$ cat src/core/quick_event_pkg.sv
// constants, register map and carrier types for the quick event bank
package quick_event_pkg;
  localparam int unsigned CHANNELS = 8;
  localparam int unsigned ADDR_W   = 6;

  // byte offsets of the 32-bit register words
  localparam logic [5:0] OFS_PENDING      = 6'h00;
  localparam logic [5:0] OFS_MISSED       = 6'h04;
  localparam logic [5:0] OFS_MISSED_CLEAR = 6'h08;
  localparam logic [5:0] OFS_ENABLE       = 6'h0C;
  localparam logic [5:0] OFS_ENABLE_CLEAR = 6'h10;
  localparam logic [5:0] OFS_ENABLE_SET   = 6'h14;
  localparam logic [5:0] OFS_QUEUED       = 6'h18;
  localparam logic [5:0] OFS_QUEUED_CLEAR = 6'h1C;

  localparam logic [7:0]  RESET_BITS = 8'h00;
  localparam logic [31:0] RESET_WORD = 32'h0000_0000;

  typedef struct packed {
    logic       read;
    logic       write;
    logic [5:0] address;
    logic [31:0] writedata;
  } avalon_req_t;

  // per-channel event signals from the controller core
  typedef struct packed {
    logic [7:0] trigger;
    logic [7:0] queued;
    logic [7:0] submitted;
    logic [7:0] null_done;
  } event_in_t;

  typedef struct packed {
    logic [7:0]  pending;
    logic [7:0]  missed;
    logic [7:0]  enable;
    logic [7:0]  queued;
    logic [7:0]  prioritize;
    logic        waitrequest;
    logic        readdatavalid;
    logic [31:0] readdata;
  } bank_state_t;
endpackage

$ cat src/core/quick_event_bank.sv
// enable, pending, missed and queued status bank for eight quick channels
//
// The register addresses and register access over Avalon-MM are this design's own decisions.
module quick_event_bank (
  input  wire logic                        CLOCK,
  input  wire logic                        NRST,
  input  wire logic                        READ,
  input  wire logic                        WRITE,
  input  wire logic [5:0]                  ADDRESS,
  input  wire logic [31:0]                 WRITEDATA,
  input  wire logic [7:0]                  TRIGGER,
  input  wire logic [7:0]                  QUEUED_IN,
  input  wire logic [7:0]                  SUBMITTED,
  input  wire logic [7:0]                  NULL_DONE,
  output logic                             WAITREQUEST,
  output logic [31:0]                      READDATA,
  output logic [7:0]                       PENDING,
  output logic [7:0]                       ENABLE,
  output logic [7:0]                       QUEUED,
  output logic [7:0]                       MISSED,
  output logic [7:0]                       PRIORITIZE
);

  // ----------------------------------------------------------------
  // bus decode
  // ----------------------------------------------------------------
  quick_event_pkg::avalon_req_t req;
  quick_event_pkg::event_in_t   ev;
  quick_event_pkg::bank_state_t st;
  quick_event_pkg::bank_state_t next_st;

  assign req = '{READ, WRITE, ADDRESS, WRITEDATA};
  assign ev  = '{TRIGGER, QUEUED_IN, SUBMITTED, NULL_DONE};

  function automatic logic [7:0] wr_bits(
    input quick_event_pkg::avalon_req_t r,
    input logic [5:0] ofs,
    input logic busy
  );
    logic hit;
    hit = r.write && busy && (r.address == ofs);
    wr_bits = hit ? r.writedata[7:0] : quick_event_pkg::RESET_BITS;
  endfunction

  function automatic logic [31:0] zext(input logic [7:0] v);
    zext = {24'h000000, v};
  endfunction

  logic [7:0] en_clr;
  logic [7:0] en_set;
  logic [7:0] q_clr;
  logic [7:0] m_clr;
  logic       access;
  logic       commit;

  // first cycle of a request: waitrequest high, read data is prepared;
  // second cycle: waitrequest low, the master completes on this edge,
  // so writes land here and nowhere else
  assign access = (req.read || req.write) && st.waitrequest;
  assign commit = (req.read || req.write) && !st.waitrequest;
  assign en_clr = wr_bits(req, quick_event_pkg::OFS_ENABLE_CLEAR,
                          commit);
  assign en_set = wr_bits(req, quick_event_pkg::OFS_ENABLE_SET,
                          commit);
  assign q_clr  = wr_bits(req, quick_event_pkg::OFS_QUEUED_CLEAR,
                          commit);
  assign m_clr  = wr_bits(req, quick_event_pkg::OFS_MISSED_CLEAR,
                          commit);

  // ----------------------------------------------------------------
  // next state
  // ----------------------------------------------------------------
  always_comb begin
    logic [7:0] latch;
    logic [7:0] hw_clr;
    latch  = 8'h00;
    hw_clr = 8'h00;
    next_st = st;
    // enable changes only via set/clear; set wins if both hit
    next_st.enable = (st.enable & ~en_clr) | en_set;
    latch  = ev.trigger & st.enable;
    hw_clr = ev.submitted;
    // hardware set beats hardware and software clears
    next_st.pending = (st.pending & ~hw_clr & ~q_clr)
                      | latch;
    next_st.missed = (st.missed & ~m_clr)
                     | (latch & st.pending);
    // queued: set by core, cleared by null completion or software
    next_st.queued = (st.queued & ~ev.null_done & ~q_clr)
                     | ev.queued;
    // only pending, not queued channels go to prioritization
    next_st.prioritize = next_st.pending & ~next_st.queued;
    next_st.waitrequest = 1'b1;
    next_st.readdatavalid = 1'b0;
    if (access) begin
      next_st.waitrequest = 1'b0;
      next_st.readdatavalid = req.read;
      next_st.readdata = quick_event_pkg::RESET_WORD;
      if (req.read) begin
        case (req.address)
          quick_event_pkg::OFS_PENDING: begin
            next_st.readdata = zext(st.pending);
          end
          quick_event_pkg::OFS_MISSED: begin
            next_st.readdata = zext(st.missed);
          end
          quick_event_pkg::OFS_ENABLE: begin
            next_st.readdata = zext(st.enable);
          end
          quick_event_pkg::OFS_QUEUED: begin
            next_st.readdata = zext(st.queued);
          end
          default: begin
            next_st.readdata = quick_event_pkg::RESET_WORD;
          end
        endcase
      end
    end
  end

  always_ff @(posedge CLOCK) begin
    if (!NRST) begin
      st.pending       <= quick_event_pkg::RESET_BITS;
      st.missed        <= quick_event_pkg::RESET_BITS;
      st.enable        <= quick_event_pkg::RESET_BITS;
      st.queued        <= quick_event_pkg::RESET_BITS;
      st.prioritize    <= quick_event_pkg::RESET_BITS;
      st.waitrequest   <= 1'b1;
      st.readdatavalid <= 1'b0;
      st.readdata      <= quick_event_pkg::RESET_WORD;
    end else begin
      st <= next_st;
    end
  end

  assign WAITREQUEST = st.waitrequest;
  assign READDATA    = st.readdata;
  assign PENDING     = st.pending;
  assign ENABLE      = st.enable;
  assign QUEUED      = st.queued;
  assign MISSED      = st.missed;
  assign PRIORITIZE  = st.prioritize;

  // ----------------------------------------------------------------
  // checks: bus handshake
  // ----------------------------------------------------------------
  a_accept_answer: assert property (
    @(posedge CLOCK) disable iff (!NRST)
    access |=> !st.waitrequest)
    else $error("accepted request got no answer");

  a_commit_release: assert property (
    @(posedge CLOCK) disable iff (!NRST)
    commit |=> st.waitrequest)
    else $error("waitrequest stayed low after completion");

  a_idle_waits: assert property (
    @(posedge CLOCK) disable iff (!NRST)
    (!READ && !WRITE) |=> st.waitrequest)
    else $error("waitrequest low without request");

  a_wait_low_once: assert property (
    @(posedge CLOCK) disable iff (!NRST)
    !st.waitrequest |=> st.waitrequest)
    else $error("waitrequest low for more than one cycle");

  a_read_valid: assert property (
    @(posedge CLOCK) disable iff (!NRST)
    (access && READ) |=> st.readdatavalid)
    else $error("read data not marked valid");

  a_write_no_valid: assert property (
    @(posedge CLOCK) disable iff (!NRST)
    (access && WRITE) |=> !st.readdatavalid)
    else $error("write marked as read data");

  // ----------------------------------------------------------------
  // checks: enable
  // ----------------------------------------------------------------
  a_enable_set_bit: assert property (
    @(posedge CLOCK) disable iff (!NRST)
    (commit && WRITE && ADDRESS == quick_event_pkg::OFS_ENABLE_SET
     && WRITEDATA[3]) |=> st.enable[3])
    else $error("enable set lost");

  a_enable_set_keep: assert property (
    @(posedge CLOCK) disable iff (!NRST)
    (commit && WRITE && ADDRESS == quick_event_pkg::OFS_ENABLE_SET
     && !WRITEDATA[7]) |=> st.enable[7] == $past(st.enable[7]))
    else $error("enable set changed a bit written zero");

  a_enable_clear_bit: assert property (
    @(posedge CLOCK) disable iff (!NRST)
    (commit && WRITE && ADDRESS == quick_event_pkg::OFS_ENABLE_CLEAR
     && WRITEDATA[4]) |=> !st.enable[4])
    else $error("enable clear lost");

  a_enable_clear_keep: assert property (
    @(posedge CLOCK) disable iff (!NRST)
    (commit && WRITE && ADDRESS == quick_event_pkg::OFS_ENABLE_CLEAR
     && !WRITEDATA[2]) |=> st.enable[2] == $past(st.enable[2]))
    else $error("enable clear changed a bit written zero");

  a_enable_direct_wr: assert property (
    @(posedge CLOCK) disable iff (!NRST)
    (commit && WRITE && ADDRESS == quick_event_pkg::OFS_ENABLE)
    |=> st.enable == $past(st.enable))
    else $error("direct enable write changed it");

  a_enable_no_bus: assert property (
    @(posedge CLOCK) disable iff (!NRST)
    !(commit && WRITE) |=> st.enable == $past(st.enable))
    else $error("enable changed without a bus write");

  a_enable_read: assert property (
    @(posedge CLOCK) disable iff (!NRST)
    (access && READ && ADDRESS == quick_event_pkg::OFS_ENABLE)
    |=> READDATA[7:0] == $past(st.enable))
    else $error("enable read wrong");

  // ----------------------------------------------------------------
  // checks: pending
  // ----------------------------------------------------------------
  a_disabled_no_latch: assert property (
    @(posedge CLOCK) disable iff (!NRST)
    $rose(st.pending[3]) |-> $past(st.enable[3]) && $past(TRIGGER[3]))
    else $error("pending rose without enabled trigger");

  a_disabled_ignore: assert property (
    @(posedge CLOCK) disable iff (!NRST)
    (TRIGGER[6] && !st.enable[6] && !st.pending[6]) |=> !st.pending[6])
    else $error("disabled channel latched an event");

  a_trigger_latch: assert property (
    @(posedge CLOCK) disable iff (!NRST)
    (TRIGGER[5] && st.enable[5]) |=> st.pending[5])
    else $error("enabled trigger not latched");

  a_set_wins: assert property (
    @(posedge CLOCK) disable iff (!NRST)
    (TRIGGER[1] && st.enable[1] && SUBMITTED[1]) |=> st.pending[1])
    else $error("pending clear beat set");

  a_submit_clears: assert property (
    @(posedge CLOCK) disable iff (!NRST)
    (SUBMITTED[3] && !TRIGGER[3]) |=> !st.pending[3])
    else $error("submitted request left pending set");

  a_set_over_clear: assert property (
    @(posedge CLOCK) disable iff (!NRST)
    (commit && WRITE && ADDRESS == quick_event_pkg::OFS_QUEUED_CLEAR
     && WRITEDATA[2] && TRIGGER[2] && st.enable[2]) |=> st.pending[2])
    else $error("software clear beat pending set");

  a_pending_hold: assert property (
    @(posedge CLOCK) disable iff (!NRST)
    (!TRIGGER[1] && !SUBMITTED[1] && !commit)
    |=> st.pending[1] == $past(st.pending[1]))
    else $error("pending changed without cause");

  // ----------------------------------------------------------------
  // checks: missed
  // ----------------------------------------------------------------
  a_missed_event: assert property (
    @(posedge CLOCK) disable iff (!NRST)
    (TRIGGER[1] && st.enable[1] && st.pending[1]) |=> st.missed[1])
    else $error("missed event not recorded");

  a_missed_quiet: assert property (
    @(posedge CLOCK) disable iff (!NRST)
    (!st.missed[5] && !(TRIGGER[5] && st.pending[5])) |=> !st.missed[5])
    else $error("missed set without a lost event");

  a_missed_clear: assert property (
    @(posedge CLOCK) disable iff (!NRST)
    (commit && WRITE && ADDRESS == quick_event_pkg::OFS_MISSED_CLEAR
     && WRITEDATA[2] && !TRIGGER[2]) |=> !st.missed[2])
    else $error("missed clear lost");

  a_missed_read: assert property (
    @(posedge CLOCK) disable iff (!NRST)
    (access && READ && ADDRESS == quick_event_pkg::OFS_MISSED)
    |=> READDATA[7:0] == $past(st.missed))
    else $error("missed read wrong");

  // ----------------------------------------------------------------
  // checks: queued
  // ----------------------------------------------------------------
  a_queued_follow: assert property (
    @(posedge CLOCK) disable iff (!NRST)
    QUEUED_IN[5] |=> st.queued[5])
    else $error("queued bit not set");

  a_queued_hold: assert property (
    @(posedge CLOCK) disable iff (!NRST)
    (!QUEUED_IN[5] && !NULL_DONE[5] && !commit)
    |=> st.queued[5] == $past(st.queued[5]))
    else $error("queued changed without cause");

  a_null_clears: assert property (
    @(posedge CLOCK) disable iff (!NRST)
    (NULL_DONE[2] && !QUEUED_IN[2]) |=> !st.queued[2])
    else $error("hardware clear of queued lost");

  a_queued_clear: assert property (
    @(posedge CLOCK) disable iff (!NRST)
    (commit && WRITE && ADDRESS == quick_event_pkg::OFS_QUEUED_CLEAR
     && WRITEDATA[5] && !QUEUED_IN[5] && !TRIGGER[5])
    |=> !st.queued[5] && !st.pending[5])
    else $error("queued clear incomplete");

  a_queued_blocks: assert property (
    @(posedge CLOCK) disable iff (!NRST)
    st.queued[2] |-> !PRIORITIZE[2])
    else $error("queued channel prioritized");

  a_prio_pending: assert property (
    @(posedge CLOCK) disable iff (!NRST)
    PRIORITIZE[1] |-> st.pending[1])
    else $error("channel prioritized without pending event");

  a_queued_read: assert property (
    @(posedge CLOCK) disable iff (!NRST)
    (access && READ && ADDRESS == quick_event_pkg::OFS_QUEUED)
    |=> READDATA[7:0] == $past(st.queued))
    else $error("queued read wrong");

  // ----------------------------------------------------------------
  // checks: zero reads
  // ----------------------------------------------------------------
  a_wo_reads_zero: assert property (
    @(posedge CLOCK) disable iff (!NRST)
    (access && READ && ADDRESS == quick_event_pkg::OFS_ENABLE_SET)
    |=> READDATA == 32'h0000_0000 && !WAITREQUEST)
    else $error("write-only read not zero");

  a_wo_clear_zero: assert property (
    @(posedge CLOCK) disable iff (!NRST)
    (access && READ && ADDRESS == quick_event_pkg::OFS_QUEUED_CLEAR)
    |=> READDATA == 32'h0000_0000)
    else $error("queued clear read not zero");

  a_reserved_zero: assert property (
    @(posedge CLOCK) disable iff (!NRST)
    READDATA[31:8] == 24'h000000)
    else $error("reserved read bits not zero");
endmodule

$ cat config.mk
export PLATFORM = sky130hd
export DESIGN_NAME = quick_event_bank
export DESIGN_NICKNAME = d
export VERILOG_FILES = /design/src/core/quick_event_pkg.sv /design/src/core/quick_event_bank.sv
export SDC_FILE = /design/constraint.sdc
export NUM_CORES = 1
export LEC_CHECK = 0
export BUFFER_PORTS_ARGS = -buffer_cell sky130_fd_sc_hd__buf_2
export CORE_UTILIZATION = 35
export CTS_CLUSTER_SIZE = 30
export DETAILED_ROUTE_END_ITERATION = 10
export PLACE_DENSITY_LB_ADDON = 0.3
export REMOVE_ABC_BUFFERS = 1
export SETUP_SLACK_MARGIN = 0.4
export SYNTH_ARGS = -nofsm -noshare
export SYNTH_HDL_FRONTEND = slang
export SYNTH_SLANG_ARGS = --single-unit
$ cat constraint.sdc
create_clock -name CLOCK -period 4 [get_ports CLOCK]
set_input_delay 0.6 -clock CLOCK [delete_from_list [all_inputs] [get_ports CLOCK]]
set_output_delay 0.6 -clock CLOCK [all_outputs]
set_load 0.1 [all_outputs]
==> flow_summary.yaml <==
status:
  status: "finished, violations left"
  violations: "design-rule violations"
timing:
  fin_tns_setup_ns: 0
  fin_skew_ns: 0.00239
  rsz0062_at_grt: "false"
  finalMaxSlewViolations: 0
  period_needed_ns: 2.23
  hold_violations: 0
  period_share: 0.557
  max_freq_mhz: 449
  finalWorstSetupSlack_ns: 1.77
  max_slew_margin: 0.505
  tightest_slew_ns: 0.731
  finalSetupViolations: 0
synthesis:
  post-synth-top-area-fraction: 0.417
  synth_top_family_by_area: "simple AND/OR/NAND/NOR gates"
  syn_avg_cell_area_um2: 9.88
  synth_xor_area_frac: 0
  syn-instance-count: 238
  synth_common_cells: "dfxtp_1 (49), buf_4 (25), nand3_1 (16)"
  ys_ff_latch: 49
  synth_compound_area_frac: 0.193
  muxShareOfSynthArea: 0.0340
  ys_seq_area_frac: 0.417
  synthSimpleGateAreaFrac: 0.237
  async_reset_ff_frac: 0
  synth_most_common_cell: "dfxtp_1"
  synth_top_area_cell: "dfxtp_1"
  synth_area_um2: 2350
  synth_area_leaders: "dfxtp_1 (42%), buf_4 (8.0%), nor4b_2 (5.7%)"
  synth.distinct_cells: 30
  yosysWarnings: 0
  ys.flop_type: "dfxtp_1"
  synth_edf_count: 0
  synthAdderAreaFrac: 0
setup_path:
  required_ns: 4.19
  r2r_start: "WAITREQUEST"
  end_kind: "flip-flop"
  worstSetupStartpoint: "ADDRESS[1]"
  path_max_fanout: 5
  start_kind: "input port"
  worstPathArrival_ns: 2.42
  crit_type: "in2reg"
power:
  p_leak_nw: 1.43
  p_per_area_nw_per_um2: 344
  fin_total_pwr_uw: 989
  ir_worst_vdd_uv: 183
clock_network:
  clk_pin_slew_worst_paths_ns: 0.09
  cts_resized: 0
  cts_tree: "yes"
  post_cts_buffers: 0
  clock_path_buffers: 2
  cts_root_buffer: "clkbuf_8"
  clock-sinks: 49
  clock_latency_ns: 0.30
  numCtsBuffers: 5
  htree_levels: 2
  hold_buffers: 0
grt:
  grt_pass1_vias: 1832
  grt_pass1_wl_mm: 9.47
  met3_usage: 0.0376
  grt_overflow: 0
  grt_start_max_net_pins: 46
  grt-busiest-layer: "met2"
  grt_util_met1: 0.249
  use_met2: 0.261
  grt.total_usage: 0.174
  antenna_found_initial: 0
final_layout:
  nFillCells: 657
  drive_gt1_frac: 0.358
  ff_latch_area_um2: 981
  fin_area_um2: 2870
  syn_to_final_growth_pct: 22.1
  nets: 405
  antenna_cells: 0
  multi_input_area_um2: 1190
  postLayoutCoreUtil: 0.447
floorplanning:
  initial_utilization: 0.366
  core_area_um2: 6420
  rows: 29
  die_x_um: 84.0
  ios: 147
  die_area_um2: 7050
  fp.dieH_um: 84.0
drt:
  drt_first_iter_violations: 112
  dr.pass1.iters: 8
  drt_wl_total_mm: 6.11
  wl_per_cell_um: 15.0
  ant_nets: 0
  post_drt_via_cell_ratio: 5.13
  vias: 2088
  drc: 22
min_path:
  min_path_type: "in2reg"
  hold_start: "QUEUED_IN[7]"
placement:
  io_buffers: 98
  placed_area_um2: 2800
  place_congestion: 0.717
  post-place-ws_ns: 1.46
  hpwl_mm: 4.23
run:
  maxCapViolCount: 0
## area by class of cell
type / count / area share
multi-input combinational: 167 / 0.413
clock buffer: 5 / 0.0240
sequential: 49 / 0.341
inverter: 8 / 0.0105
clock inverter: 1 / 0.00174
timing repair buffer: 100 / 0.176
tap: 77 / 0.0335
## final timing paths
path                   end  slack [ns]  cells after the start
min          PRIORITIZE[7]        0.48                      2
max reg2reg      ENABLE[5]        2.06                      5
min reg2reg    WAITREQUEST        0.48                      1
max              ENABLE[5]        1.77                      6
## cell usage in the layout, fill, tap and decap left out, types with 9 or more instances in the layout
cell     netlist  final
dfxtp_1       49     49
nand3_1       16     16
nor4b_2        9      9
nand2_1        9      9
o21ai_0        9      9
buf_2          6     98
and3_1        11     11
conb_1         1     24
## metrics by stage
step                hold WS [ns]  cells
floorplan                  0.671    224
global placement           0.449    401
detailed placement         0.454    401
CTS                        0.464    407
global route               0.460    407
finish                     0.476    407
## worst max-delay path: stages
cell and delay, ns:
buf_2 0.11, nor4_2 0.45, nor4bb_2 0.69, buf_4 0.26, nand2_1 0.06, a32o_1 0.24
## layer usage
metal | vias up | part of all wire | wire, um
met4 | 0 | 0.0097 | 59
li1 | 1027 | - | -
met1 | 957 | 0.47 | 2900
met5 | - | 0 | 0
met2 | 99 | 0.44 | 2710
met3 | 5 | 0.073 | 446
## power by group
part	total (mW)	leakage, nW	switching (mW)	internal (mW)
clock network	0.272	0.0399	0.156	0.115
registers	0.499	0.397	0.00501	0.494
logic	0.219	0.990	0.182	0.0365
total	0.989	1.43	0.343	0.646
## kinds of logic after synthesis
logic type,Yosys count
AO/OA/AOI/OAI,58
buffers and inverters,45
flip-flops,49
multiplexers,8
other,1
AND/OR/NAND/NOR,77
## sequential cells by signal (all words and copies together), names as in the netlist
name / flops
ENABLE: 8
MISSED: 8
PENDING: 8
PRIORITIZE: 8
QUEUED: 8
READDATA: 8
WAITREQUEST: 1
(Power assumes the default switching activity.)
